===== src/inc/ats_pkg.sv =====
`default_nettype none
package ats_pkg;
  // Register map on the plain register port
  localparam int unsigned ADDR_W    = 4;
  localparam logic [3:0]  A_FMT     = 4'h0;
  localparam logic [3:0]  A_CTRL    = 4'h1;
  localparam logic [3:0]  A_BRATE   = 4'h2;
  localparam logic [3:0]  A_TXPORT  = 4'h3;
  localparam logic [3:0]  A_STAT    = 4'h4;
  localparam logic [3:0]  A_RXDATA  = 4'h5;
  // frame_format_select fields
  localparam int unsigned FMT_CHR   = 6;
  localparam int unsigned FMT_PE    = 5;
  localparam int unsigned FMT_OE    = 4;
  localparam int unsigned FMT_STOP  = 3;
  localparam int unsigned FMT_CKSH  = 1;
  localparam int unsigned FMT_CKSL  = 0;
  localparam logic [7:0]  FMT_WMASK = 8'h7b;
  localparam logic [7:0]  FMT_RST   = 8'h00;
  // Control fields
  localparam int unsigned CTL_TXON  = 0;
  localparam int unsigned CTL_RXON  = 1;
  localparam int unsigned CTL_FRST  = 2;
  localparam logic [7:0]  CTL_WMASK = 8'h03;
  localparam logic [7:0]  CTL_RST   = 8'h00;
  localparam logic [7:0]  BRATE_RST = 8'hff;
  // Status fields
  localparam int unsigned ST_IDLE   = 5;
  localparam int unsigned ST_PERR   = 6;
  localparam int unsigned ST_FERR   = 7;
  // Prescale divisors
  localparam logic [1:0]  CKS_DIV1  = 2'h0;
  localparam logic [1:0]  CKS_DIV4  = 2'h1;
  localparam logic [1:0]  CKS_DIV16 = 2'h2;
  localparam logic [6:0]  PRE_1     = 7'h01;
  localparam logic [6:0]  PRE_4     = 7'h04;
  localparam logic [6:0]  PRE_16    = 7'h10;
  localparam logic [6:0]  PRE_64    = 7'h40;
  localparam logic [3:0]  NBITS_7   = 4'h7;
  localparam logic [3:0]  NBITS_8   = 4'h8;
  typedef enum logic [4:0] {
    TX_IDLE  = 5'b00001,
    TX_START = 5'b00010,
    TX_DATA  = 5'b00100,
    TX_PAR   = 5'b01000,
    TX_STOP  = 5'b10000
  } ats_tx_state_e;
  typedef enum logic [4:0] {
    RX_IDLE  = 5'b00001,
    RX_START = 5'b00010,
    RX_DATA  = 5'b00100,
    RX_PAR   = 5'b01000,
    RX_STOP  = 5'b10000
  } ats_rx_state_e;
endpackage : ats_pkg
`default_nettype wire


===== src/hw/ats_serial.sv =====
// Behaviour
// RULE1: Shift register bytes leave on the transmit pin, bit 0 first.
// RULE2: After a byte, next FIFO byte loads and sends without software.
// RULE3: Shift register has no CPU read or write path.
// RULE4: Transmit FIFO holds sixteen eight-bit entries.
// RULE5: Empty shift register plus FIFO data: load oldest, send back to back.
// RULE6: Writes to a full FIFO are dropped, contents unchanged.
// RULE7: FIFO writes accepted in any transmitter state.
// RULE8: Format register clears on reset and standby; always readable and writable.
// RULE9: Bit 6 picks eight data bits at 0, seven at 1.
// RULE10: Seven-bit mode leaves bit 7 of each byte unsent.
// RULE11: Bit 5 adds parity on transmit and checks it on receive.
// RULE12: Bit 4 picks even at 0, odd at 1; ignored without parity.
// RULE13: Even parity: data plus parity hold an even count of ones.
// RULE14: Odd parity: data plus parity hold an odd count of ones.
// RULE15: Bit 3 sends one high stop bit at 0, two at 1.
// RULE16: Receive checks first stop only; low second stop is next start.
// RULE17: Bits 1:0 prescale baud clock by 1, 4, 16 or 64.
// RULE18: Bits 7 and 2 of the format register read as zero.
// RULE19: Transmitter enabled, output starts once FIFO holds data.
// RULE20: Frames open with one low start bit; line rests high otherwise.
`timescale 1ns/1ns
`default_nettype none
module ats_serial #(
  parameter int unsigned DATA_W     = 8,
  parameter int unsigned FIFO_DEPTH = 16,
  parameter int unsigned CNT_W      = 5
) (
  input  wire logic                       i_mclk,
  input  wire logic                       i_rst,
  input  wire logic                       i_standby,
  input  wire logic [ats_pkg::ADDR_W-1:0] i_addr,
  input  wire logic [7:0]                 i_wdata,
  input  wire logic                       i_wr,
  input  wire logic                       i_rd,
  output logic      [7:0]                 o_rdata,
  input  wire logic                       i_rxd,
  output logic                            o_txd,
  output logic                            o_tx_busy
);

  function automatic logic [15:0] bit_len(input logic [7:0] fmt, input logic [7:0] brate);
    logic [6:0] pre;
    pre = ats_pkg::PRE_64;
    if (fmt[ats_pkg::FMT_CKSH:ats_pkg::FMT_CKSL] == ats_pkg::CKS_DIV1) begin
      pre = ats_pkg::PRE_1;
    end else if (fmt[ats_pkg::FMT_CKSH:ats_pkg::FMT_CKSL] == ats_pkg::CKS_DIV4) begin
      pre = ats_pkg::PRE_4;
    end else if (fmt[ats_pkg::FMT_CKSH:ats_pkg::FMT_CKSL] == ats_pkg::CKS_DIV16) begin
      pre = ats_pkg::PRE_16;
    end
    // One bit lasts (brate + 1) prescaled ticks [RULE17]
    return 16'({8'h00, brate} + 16'h0001) * 16'(pre);
  endfunction : bit_len

  logic [7:0] fmt_q, fmt_d;
  logic [7:0] ctl_q, ctl_d;
  logic [7:0] brate_q, brate_d;
  logic       perr_q, perr_d;
  logic       ferr_q, ferr_d;
  logic [7:0] rxbuf_q, rxbuf_d;
  logic [7:0] rdata_q, rdata_d;

  logic [DATA_W-1:0] mem_q [FIFO_DEPTH];
  logic [DATA_W-1:0] mem_d [FIFO_DEPTH];
  logic [CNT_W-2:0]  wp_q, wp_d, rp_q, rp_d;
  logic [CNT_W-1:0]  cnt_q, cnt_d;
  logic              push, pop, fifo_clr, fifo_empty;

  ats_pkg::ats_tx_state_e tx_q, tx_d;
  logic [DATA_W-1:0] sh_q, sh_d;
  logic [15:0]       tcnt_q, tcnt_d;
  logic [3:0]        tbit_q, tbit_d;
  logic [3:0]        tnb_q, tnb_d;
  logic              tpar_q, tpar_d;
  logic              tpe_q, tpe_d;
  logic              tst2_q, tst2_d;
  logic              tsec_q, tsec_d;
  logic              txd_q, txd_d;
  logic              ld_ok;
  logic [DATA_W-1:0] head;
  logic [15:0]       blen;

  logic              rs1_q, rs2_q, rs3_q, rlvl_q, rlvl_d, rprev_q;
  ats_pkg::ats_rx_state_e rx_q, rx_d;
  logic [7:0]        rsh_q, rsh_d;
  logic [15:0]       rcnt_q, rcnt_d;
  logic [3:0]        rbit_q, rbit_d;
  logic              racc_q, racc_d;
  logic              rdone, rperr, rferr;
  logic [7:0]        rbyte;

  assign blen       = bit_len(fmt_q, brate_q);
  assign fifo_empty = (cnt_q == '0);
  assign fifo_clr   = i_wr && (i_addr == ats_pkg::A_CTRL) && i_wdata[ats_pkg::CTL_FRST];
  // Full FIFO drops the write; no busy check on the transmitter [RULE6] [RULE7]
  assign push       = i_wr && (i_addr == ats_pkg::A_TXPORT) && (cnt_q != CNT_W'(FIFO_DEPTH));
  assign head       = mem_q[rp_q];
  assign ld_ok      = ctl_q[ats_pkg::CTL_TXON] && !fifo_empty; // [RULE19]

  // Registers
  always_comb begin
    fmt_d   = fmt_q;
    ctl_d   = ctl_q;
    brate_d = brate_q;
    perr_d  = perr_q;
    ferr_d  = ferr_q;
    rxbuf_d = rxbuf_q;
    rdata_d = 8'h00;
    if (i_wr) begin
      if (i_addr == ats_pkg::A_FMT) begin
        fmt_d = i_wdata & ats_pkg::FMT_WMASK; // [RULE8] [RULE18]
      end else if (i_addr == ats_pkg::A_CTRL) begin
        ctl_d = i_wdata & ats_pkg::CTL_WMASK;
      end else if (i_addr == ats_pkg::A_BRATE) begin
        brate_d = i_wdata;
      end else if (i_addr == ats_pkg::A_STAT) begin
        if (i_wdata[ats_pkg::ST_PERR]) begin
          perr_d = 1'b0;
        end
        if (i_wdata[ats_pkg::ST_FERR]) begin
          ferr_d = 1'b0;
        end
      end
    end
    // Set after clear so a same-cycle event is kept
    if (rdone) begin
      rxbuf_d = rbyte;
      if (rperr) begin
        perr_d = 1'b1;
      end
      if (rferr) begin
        ferr_d = 1'b1;
      end
    end
    if (i_rd) begin
      // Shift register has no address here [RULE3]
      if (i_addr == ats_pkg::A_FMT) begin
        rdata_d = fmt_q; // [RULE18]
      end else if (i_addr == ats_pkg::A_CTRL) begin
        rdata_d = ctl_q;
      end else if (i_addr == ats_pkg::A_BRATE) begin
        rdata_d = brate_q;
      end else if (i_addr == ats_pkg::A_STAT) begin
        rdata_d                  = 8'(cnt_q);
        rdata_d[ats_pkg::ST_IDLE] = (tx_q == ats_pkg::TX_IDLE);
        rdata_d[ats_pkg::ST_PERR] = perr_q;
        rdata_d[ats_pkg::ST_FERR] = ferr_q;
      end else if (i_addr == ats_pkg::A_RXDATA) begin
        rdata_d = rxbuf_q;
      end
    end
    if (i_standby) begin
      fmt_d = ats_pkg::FMT_RST; // [RULE8]
      ctl_d = ats_pkg::CTL_RST;
    end
  end

  always_ff @(posedge i_mclk or posedge i_rst) begin
    if (i_rst) begin
      fmt_q   <= ats_pkg::FMT_RST; // [RULE8]
      ctl_q   <= ats_pkg::CTL_RST;
      brate_q <= ats_pkg::BRATE_RST;
      perr_q  <= 1'b0;
      ferr_q  <= 1'b0;
      rxbuf_q <= 8'h00;
      rdata_q <= 8'h00;
    end else begin
      fmt_q   <= fmt_d;
      ctl_q   <= ctl_d;
      brate_q <= brate_d;
      perr_q  <= perr_d;
      ferr_q  <= ferr_d;
      rxbuf_q <= rxbuf_d;
      rdata_q <= rdata_d;
    end
  end

  assign o_rdata = rdata_q;

  // Transmit FIFO
  always_comb begin
    mem_d = mem_q;
    wp_d  = wp_q;
    rp_d  = rp_q;
    cnt_d = cnt_q;
    if (fifo_clr || i_standby) begin
      wp_d  = '0;
      rp_d  = '0;
      cnt_d = '0;
    end else begin
      if (push) begin
        mem_d[wp_q] = i_wdata; // [RULE4]
        wp_d        = wp_q + 1'b1;
      end
      if (pop) begin
        rp_d = rp_q + 1'b1;
      end
      if (push && !pop) begin
        cnt_d = cnt_q + 1'b1;
      end else if (pop && !push) begin
        cnt_d = cnt_q - 1'b1;
      end
    end
  end

  always_ff @(posedge i_mclk or posedge i_rst) begin
    if (i_rst) begin
      for (int i = 0; i < FIFO_DEPTH; i++) begin
        mem_q[i] <= '0;
      end
      wp_q  <= '0;
      rp_q  <= '0;
      cnt_q <= '0;
    end else begin
      mem_q <= mem_d;
      wp_q  <= wp_d;
      rp_q  <= rp_d;
      cnt_q <= cnt_d;
    end
  end

  // Transmitter
  always_comb begin
    tx_d   = tx_q;
    sh_d   = sh_q;
    tcnt_d = tcnt_q;
    tbit_d = tbit_q;
    tnb_d  = tnb_q;
    tpar_d = tpar_q;
    tpe_d  = tpe_q;
    tst2_d = tst2_q;
    tsec_d = tsec_q;
    txd_d  = txd_q;
    pop    = 1'b0;
    case (tx_q)
      ats_pkg::TX_IDLE: begin
        txd_d = 1'b1; // [RULE20]
        if (ld_ok) begin
          pop = 1'b1; // [RULE5]
        end
      end
      ats_pkg::TX_START: begin
        if (tcnt_q != '0) begin
          tcnt_d = tcnt_q - 16'h0001;
        end else begin
          tx_d   = ats_pkg::TX_DATA;
          tcnt_d = blen - 16'h0001;
          txd_d  = sh_q[0]; // [RULE1]
          sh_d   = sh_q >> 1;
          tbit_d = 4'h1;
        end
      end
      ats_pkg::TX_DATA: begin
        if (tcnt_q != '0) begin
          tcnt_d = tcnt_q - 16'h0001;
        end else begin
          tcnt_d = blen - 16'h0001;
          if (tbit_q == tnb_q) begin
            if (tpe_q) begin
              tx_d  = ats_pkg::TX_PAR; // [RULE11]
              txd_d = tpar_q;
            end else begin
              tx_d   = ats_pkg::TX_STOP;
              txd_d  = 1'b1;
              tsec_d = 1'b0;
            end
          end else begin
            txd_d  = sh_q[0]; // [RULE1]
            sh_d   = sh_q >> 1;
            tbit_d = tbit_q + 4'h1;
          end
        end
      end
      ats_pkg::TX_PAR: begin
        if (tcnt_q != '0) begin
          tcnt_d = tcnt_q - 16'h0001;
        end else begin
          tx_d   = ats_pkg::TX_STOP;
          tcnt_d = blen - 16'h0001;
          txd_d  = 1'b1;
          tsec_d = 1'b0;
        end
      end
      ats_pkg::TX_STOP: begin
        if (tcnt_q != '0) begin
          tcnt_d = tcnt_q - 16'h0001;
        end else if (tst2_q && !tsec_q) begin
          tsec_d = 1'b1; // [RULE15]
          tcnt_d = blen - 16'h0001;
        end else if (ld_ok) begin
          pop = 1'b1; // [RULE2] [RULE5]
        end else begin
          tx_d  = ats_pkg::TX_IDLE;
          txd_d = 1'b1;
        end
      end
      default: begin
        tx_d  = ats_pkg::TX_IDLE;
        txd_d = 1'b1;
      end
    endcase
    if (pop) begin
      // Length, parity and stop format are sampled per character; the prescale bits still set every bit's length
      tx_d   = ats_pkg::TX_START;
      tcnt_d = blen - 16'h0001;
      txd_d  = 1'b0; // [RULE20]
      sh_d   = head;
      tnb_d  = ats_pkg::NBITS_8;
      if (fmt_q[ats_pkg::FMT_CHR]) begin
        sh_d[DATA_W-1] = 1'b0; // [RULE9] [RULE10]
        tnb_d          = ats_pkg::NBITS_7;
      end
      // Odd flag only matters when parity is on [RULE12] [RULE13] [RULE14]
      tpar_d = (^sh_d) ^ fmt_q[ats_pkg::FMT_OE];
      tpe_d  = fmt_q[ats_pkg::FMT_PE];
      tst2_d = fmt_q[ats_pkg::FMT_STOP];
      tsec_d = 1'b0;
    end
    if (i_standby) begin
      tx_d  = ats_pkg::TX_IDLE;
      txd_d = 1'b1;
    end
  end

  always_ff @(posedge i_mclk or posedge i_rst) begin
    if (i_rst) begin
      tx_q   <= ats_pkg::TX_IDLE;
      sh_q   <= '0;
      tcnt_q <= '0;
      tbit_q <= '0;
      tnb_q  <= ats_pkg::NBITS_8;
      tpar_q <= 1'b0;
      tpe_q  <= 1'b0;
      tst2_q <= 1'b0;
      tsec_q <= 1'b0;
      txd_q  <= 1'b1;
    end else begin
      tx_q   <= tx_d;
      sh_q   <= sh_d;
      tcnt_q <= tcnt_d;
      tbit_q <= tbit_d;
      tnb_q  <= tnb_d;
      tpar_q <= tpar_d;
      tpe_q  <= tpe_d;
      tst2_q <= tst2_d;
      tsec_q <= tsec_d;
      txd_q  <= txd_d;
    end
  end

  assign o_txd     = txd_q;
  assign o_tx_busy = (tx_q != ats_pkg::TX_IDLE) || !fifo_empty;

  // Receive line sync; level moves only when stages two and three agree
  always_comb begin
    rlvl_d = rlvl_q;
    if (rs2_q == rs3_q) begin
      rlvl_d = rs3_q;
    end
  end

  // Receiver checks parity and first stop only
  always_comb begin
    rx_d   = rx_q;
    rsh_d  = rsh_q;
    rcnt_d = rcnt_q;
    rbit_d = rbit_q;
    racc_d = racc_q;
    rdone  = 1'b0;
    rperr  = 1'b0;
    rferr  = 1'b0;
    rbyte  = rsh_q;
    if (!fmt_q[ats_pkg::FMT_CHR]) begin
      rbyte = rsh_q;
    end else begin
      rbyte = rsh_q >> 1;
    end
    case (rx_q)
      ats_pkg::RX_IDLE: begin
        if (ctl_q[ats_pkg::CTL_RXON] && rprev_q && !rlvl_q) begin
          rx_d   = ats_pkg::RX_START;
          rcnt_d = blen >> 1;
        end
      end
      ats_pkg::RX_START: begin
        if (rcnt_q != '0) begin
          rcnt_d = rcnt_q - 16'h0001;
        end else if (rlvl_q) begin
          rx_d = ats_pkg::RX_IDLE; // Glitch, not a start bit
        end else begin
          rx_d   = ats_pkg::RX_DATA;
          rcnt_d = blen - 16'h0001;
          rbit_d = '0;
          racc_d = 1'b0;
        end
      end
      ats_pkg::RX_DATA: begin
        if (rcnt_q != '0) begin
          rcnt_d = rcnt_q - 16'h0001;
        end else begin
          rcnt_d = blen - 16'h0001;
          rsh_d  = {rlvl_q, rsh_q[7:1]};
          racc_d = racc_q ^ rlvl_q;
          rbit_d = rbit_q + 4'h1;
          if ((rbit_q + 4'h1) == (fmt_q[ats_pkg::FMT_CHR] ? ats_pkg::NBITS_7 : ats_pkg::NBITS_8)) begin
            rx_d = fmt_q[ats_pkg::FMT_PE] ? ats_pkg::RX_PAR : ats_pkg::RX_STOP; // [RULE11]
          end
        end
      end
      ats_pkg::RX_PAR: begin
        if (rcnt_q != '0) begin
          rcnt_d = rcnt_q - 16'h0001;
        end else begin
          rcnt_d = blen - 16'h0001;
          racc_d = racc_q ^ rlvl_q;
          rx_d   = ats_pkg::RX_STOP;
        end
      end
      ats_pkg::RX_STOP: begin
        if (rcnt_q != '0) begin
          rcnt_d = rcnt_q - 16'h0001;
        end else begin
          // Back to idle at mid first stop; a low second stop is a new start [RULE16]
          rx_d  = ats_pkg::RX_IDLE;
          rdone = 1'b1;
          rferr = !rlvl_q;
          rperr = fmt_q[ats_pkg::FMT_PE] && (racc_q != fmt_q[ats_pkg::FMT_OE]); // [RULE13] [RULE14]
        end
      end
      default: begin
        rx_d = ats_pkg::RX_IDLE;
      end
    endcase
    if (i_standby) begin
      rx_d = ats_pkg::RX_IDLE;
    end
  end

  always_ff @(posedge i_mclk or posedge i_rst) begin
    if (i_rst) begin
      rs1_q   <= 1'b1;
      rs2_q   <= 1'b1;
      rs3_q   <= 1'b1;
      rlvl_q  <= 1'b1;
      rprev_q <= 1'b1;
      rx_q    <= ats_pkg::RX_IDLE;
      rsh_q   <= '0;
      rcnt_q  <= '0;
      rbit_q  <= '0;
      racc_q  <= 1'b0;
    end else begin
      rs1_q   <= i_rxd;
      rs2_q   <= rs1_q;
      rs3_q   <= rs2_q;
      rlvl_q  <= rlvl_d;
      rprev_q <= rlvl_q;
      rx_q    <= rx_d;
      rsh_q   <= rsh_d;
      rcnt_q  <= rcnt_d;
      rbit_q  <= rbit_d;
      racc_q  <= racc_d;
    end
  end

endmodule : ats_serial
`default_nettype wire


===== config.mk =====
export PLATFORM = sky130hd
export DESIGN_NAME = ats_serial
export DESIGN_NICKNAME = d
export VERILOG_FILES = /design/src/inc/ats_pkg.sv /design/src/hw/ats_serial.sv
export SDC_FILE = /design/constraint.sdc
export NUM_CORES = 1
export LEC_CHECK = 0
export BUFFER_PORTS_ARGS = -buffer_cell sky130_fd_sc_hd__buf_4
export CORE_UTILIZATION = 50
export DETAILED_ROUTE_END_ITERATION = 10
export GPL_TIMING_DRIVEN = 0
export PLACE_DENSITY = 0.68
export SLEW_MARGIN = 20
export SYNTH_ARGS = -nofsm -noshare
export SYNTH_HDL_FRONTEND = slang
export SYNTH_SLANG_ARGS = --single-unit

===== constraint.sdc =====
create_clock -name i_mclk -period 16.64 [get_ports i_mclk]
set_input_delay 1.664 -clock i_mclk [delete_from_list [all_inputs] [get_ports i_mclk]]
set_output_delay 1.664 -clock i_mclk [all_outputs]
set_load 0.02 [all_outputs]

==> run metrics <==
run status finished clean; PnR worst setup slack about 11000 ps; # hold bufs at CTS 0; Total Wirelength 36500 um; Core Area about 29000 sq um; Mean Syn Cell Area 10.2 sq um; final hold slack around 350 ps; CTS sink cnt approximately 250; Synth top cells by count dfrtp_1, nand2_1, nor2_1; Power, Total 1.66 mW; Crit Path Class flop to flop; share of synthesized registers carrying an async set or reset 100%; DR vias/cell about 5.9; Root Driver clkbuf_16; # diodes 0; largest area contributor in the netlist dfrtp_1; row count just over 60; met3 Use GR 2.90%; initial core utilization about half; top-count cell post-synth dfrtp_1; H-tree lvl count 1; first-pass GRT wire length a little under 60000 um; Critical Path AT 6370 ps; final slew viol count 0; # DRC 0; CTS tree done; Worst Tran Pin Value a little over 900 ps; die width approximately 170 um; Yosys cell types 85; crit-path leading delay family adder cells; Hold Fails Final Rpt 0; gr busiest metal met2; initial antenna violation count 0; GRT overflow 0; final core utilization between 50% and 60%; static leakage between 7 and 8 nW; Skew-Pair Late Insertion Delay about 550 ps; total CTS buffers 29; router iterations before antenna repair 5; Hold WC Path Type flop to flop; post_cts resized 0; Syn Inst Count approximately 1400; vias in the first global route between 10000 and 15000; Reg clk slew, reported paths 60 ps; Netlist Area Pre-Place about 15000 sq um; minimum clock period 5930 ps; met1 Use GR between 30% and 40%; Synthesis Warnings 0; crit path max-delay cell type o31ai_1; Peak Freq around 170 MHz; Post-CTS Setup Inserts 0; crit-path max FO 9; Top Ports 28; Die H between 150 and 200 um; buffers and inverters on the worst path 5; max_cap viols 0; Layout fillers around 2500; synth top area cells dfrtp_1, mux2_2, ha_1; total number of vias 11200; placed insts around 1800; largest net degree at the start of global routing approximately 110; critical-path cell list clkbuf_1 -> nand3_1 -> xor2_1 -> nor2_1 -> ha_1 -> inv_1 -> fa_1 -> inv_1 -> ha_1 -> inv_1 -> fa_1 -> inv_1 -> ha_1 -> and3_1 -> o21ai_1 -> a21boi_0 -> o31ai_1 -> and4_1 -> xor2_1 -> o21ai_1 -> mux2_2; Tot GR Track Use around a quarter; setup slack at placement roughly 11000 ps; met2 Usage GRT 40.0%; Critical Path End Type flop; critical path startpoint category flop; Critical Path Most Common Cell inv_1; final setup violation count 0; clock buffer depth 3; drt wl/cell a little under 20 um; Finished Layout Cells ~1900; Final TNS setup 0 ps; Die ar. approximately 30000 sq um; number of synthesized flops with an enable pin 0; Placer Congestion about 0.9; Syn Nets approximately 1500; final std cell area, no fill about 16000 sq um; Power Density ~100 nW/um^2; ys flop type dfrtp_1; Seq/Total Area, Yosys 43.6%; share of the synthesized area in the top cell type between 40 and 50%; PortBufs 22; fin crit share between 30% and 40%; DR iter-0 viols 931; Final nets around 1600; RSZ-0062 raised after global routing no; peak supply drop about 0.089 mV; headroom to the max-slew limit ~37%; Synth Register Bits roughly 250; proportion of layout cells with a drive suffix above 1 between 10% and 20%; Final Skew between 10 and 15 ps; dpl cell area roughly 15000 sq um; WP data required around 17000 ps; Max stage delay on crit path 580 ps; Routed Antenna Nets 0; Syn-to-layout area delta 11.5%; Post-DP HPWL about 26000 um
## routing by layer
| layer | wire length [um] | vias to the layer above | share of wire (%) |
|---|---|---|---|
| met5 | 0 | - | 0 |
| met3 | 1760 | 55 | 4.8 |
| met4 | 751 | 0 | 2.1 |
| li1 | - | 5232 | - |
| met2 | 17100 | 280 | 47 |
| met1 | 16900 | 5600 | 46 |
## kinds of logic (layout without fill, tap and decap cells)
group                      count (synthesis)  count (layout)  share of synthesized area [%]
AOI/OAI and AO/OA                        288             288                           12.3
xor gates and xnor gates                  58              58                           3.47
adders and majority gates                 68              68                           6.31
buffers and inverters                    124             202                           3.52
DFF                                      254             254                           43.6
muxes                                    195             195                           16.1
and+or+nand+nor                          443             443                           14.7
## worst paths after layout
| kind | start | end | slack [ps] | cells past startpoint |
|---|---|---|---|---|
| max in group asynchronous | i_rst | rs1_q$_DFF_PP1_ | 14650 | 3 |
| min in group asynchronous | i_rst | rcnt_q[12]$_DFFE_PP0P_ | 1130 | 2 |
| min | rs1_q$_DFF_PP1_ | rs2_q$_DFF_PP1_ | 350 | 0 |
| min reg2reg | rs1_q$_DFF_PP1_ | rs2_q$_DFF_PP1_ | 350 | 0 |
| max reg2reg | brate_q[0]$_DFFE_PP1P_ | rcnt_q[13]$_DFFE_PP0P_ | 10710 | 21 |
| max | brate_q[0]$_DFFE_PP1P_ | rcnt_q[13]$_DFFE_PP0P_ | 10710 | 21 |
## registers in the layout (all words and copies together) (netlist names), 2 cells and up
signal / flops
ctl_q: 2
o_rdata: 8
fmt_q: 6
sh_q: 8
wp_q: 4
rcnt_q: 16
rp_q: 4
rx_q: 5
tcnt_q: 16
tx_q: 5
mem_q: 128
rsh_q: 8
cnt_q: 5
rbit_q: 4
brate_q: 8
tbit_q: 4
tnb_q: 2
rxbuf_q: 8
## cell usage in the layout (no fill, tap or decap), types with 10 or more instances in the layout
| master | n |
|---|---|
| dfrtp_1 | 237 |
| nand2_1 | 140 |
| nor2_1 | 132 |
| mux2_2 | 130 |
| o21ai_0 | 93 |
| a21oi_1 | 77 |
| inv_1 | 60 |
| ha_1 | 57 |
| mux2i_1 | 45 |
| clkbuf_1 | 44 |
| xnor2_1 | 31 |
| nand3_1 | 31 |
| clkbuf_16 | 29 |
| buf_4 | 28 |
| xor2_1 | 27 |
| nor3_1 | 25 |
| nand2b_1 | 22 |
| mux4_2 | 19 |
| dfstp_2 | 17 |
| a221oi_1 | 15 |
| a22oi_1 | 14 |
| nor4_1 | 12 |
| nor2b_1 | 11 |
| and3_1 | 10 |
| o21ai_1 | 10 |
| buf_2 | 10 |
| fa_1 | 10 |
## where the power goes
part           switching, mW  leakage, nW  internal (mW)
clock                  0.262        0.484          0.382
sequential            0.0275         3.46          0.644
combinational          0.219         3.57          0.123
## final cells by class
class	instances	area, sq um	share of cell area, %
repair buffers	24	220	1.35
flip-flops and latches	254	6380	39.1
well taps	384	480	2.94
clock buffers	39	833	5.11
multi-input cells	1052	7740	47.4
clock inverters	15	141	0.867
inverters	62	240	1.47
plain buffers	62	283	1.73
## worst register-to-register path, delay by kind of cell (launching register included)
kind	cells	cell delay, ps
simple gates	4	840
fa+ha+maj	5	1950
compound gates	4	960
xor+xnor	2	650
flops	1	530
mux	1	260
buf+inv	5	630
Power figures use the tool's default switching activity.
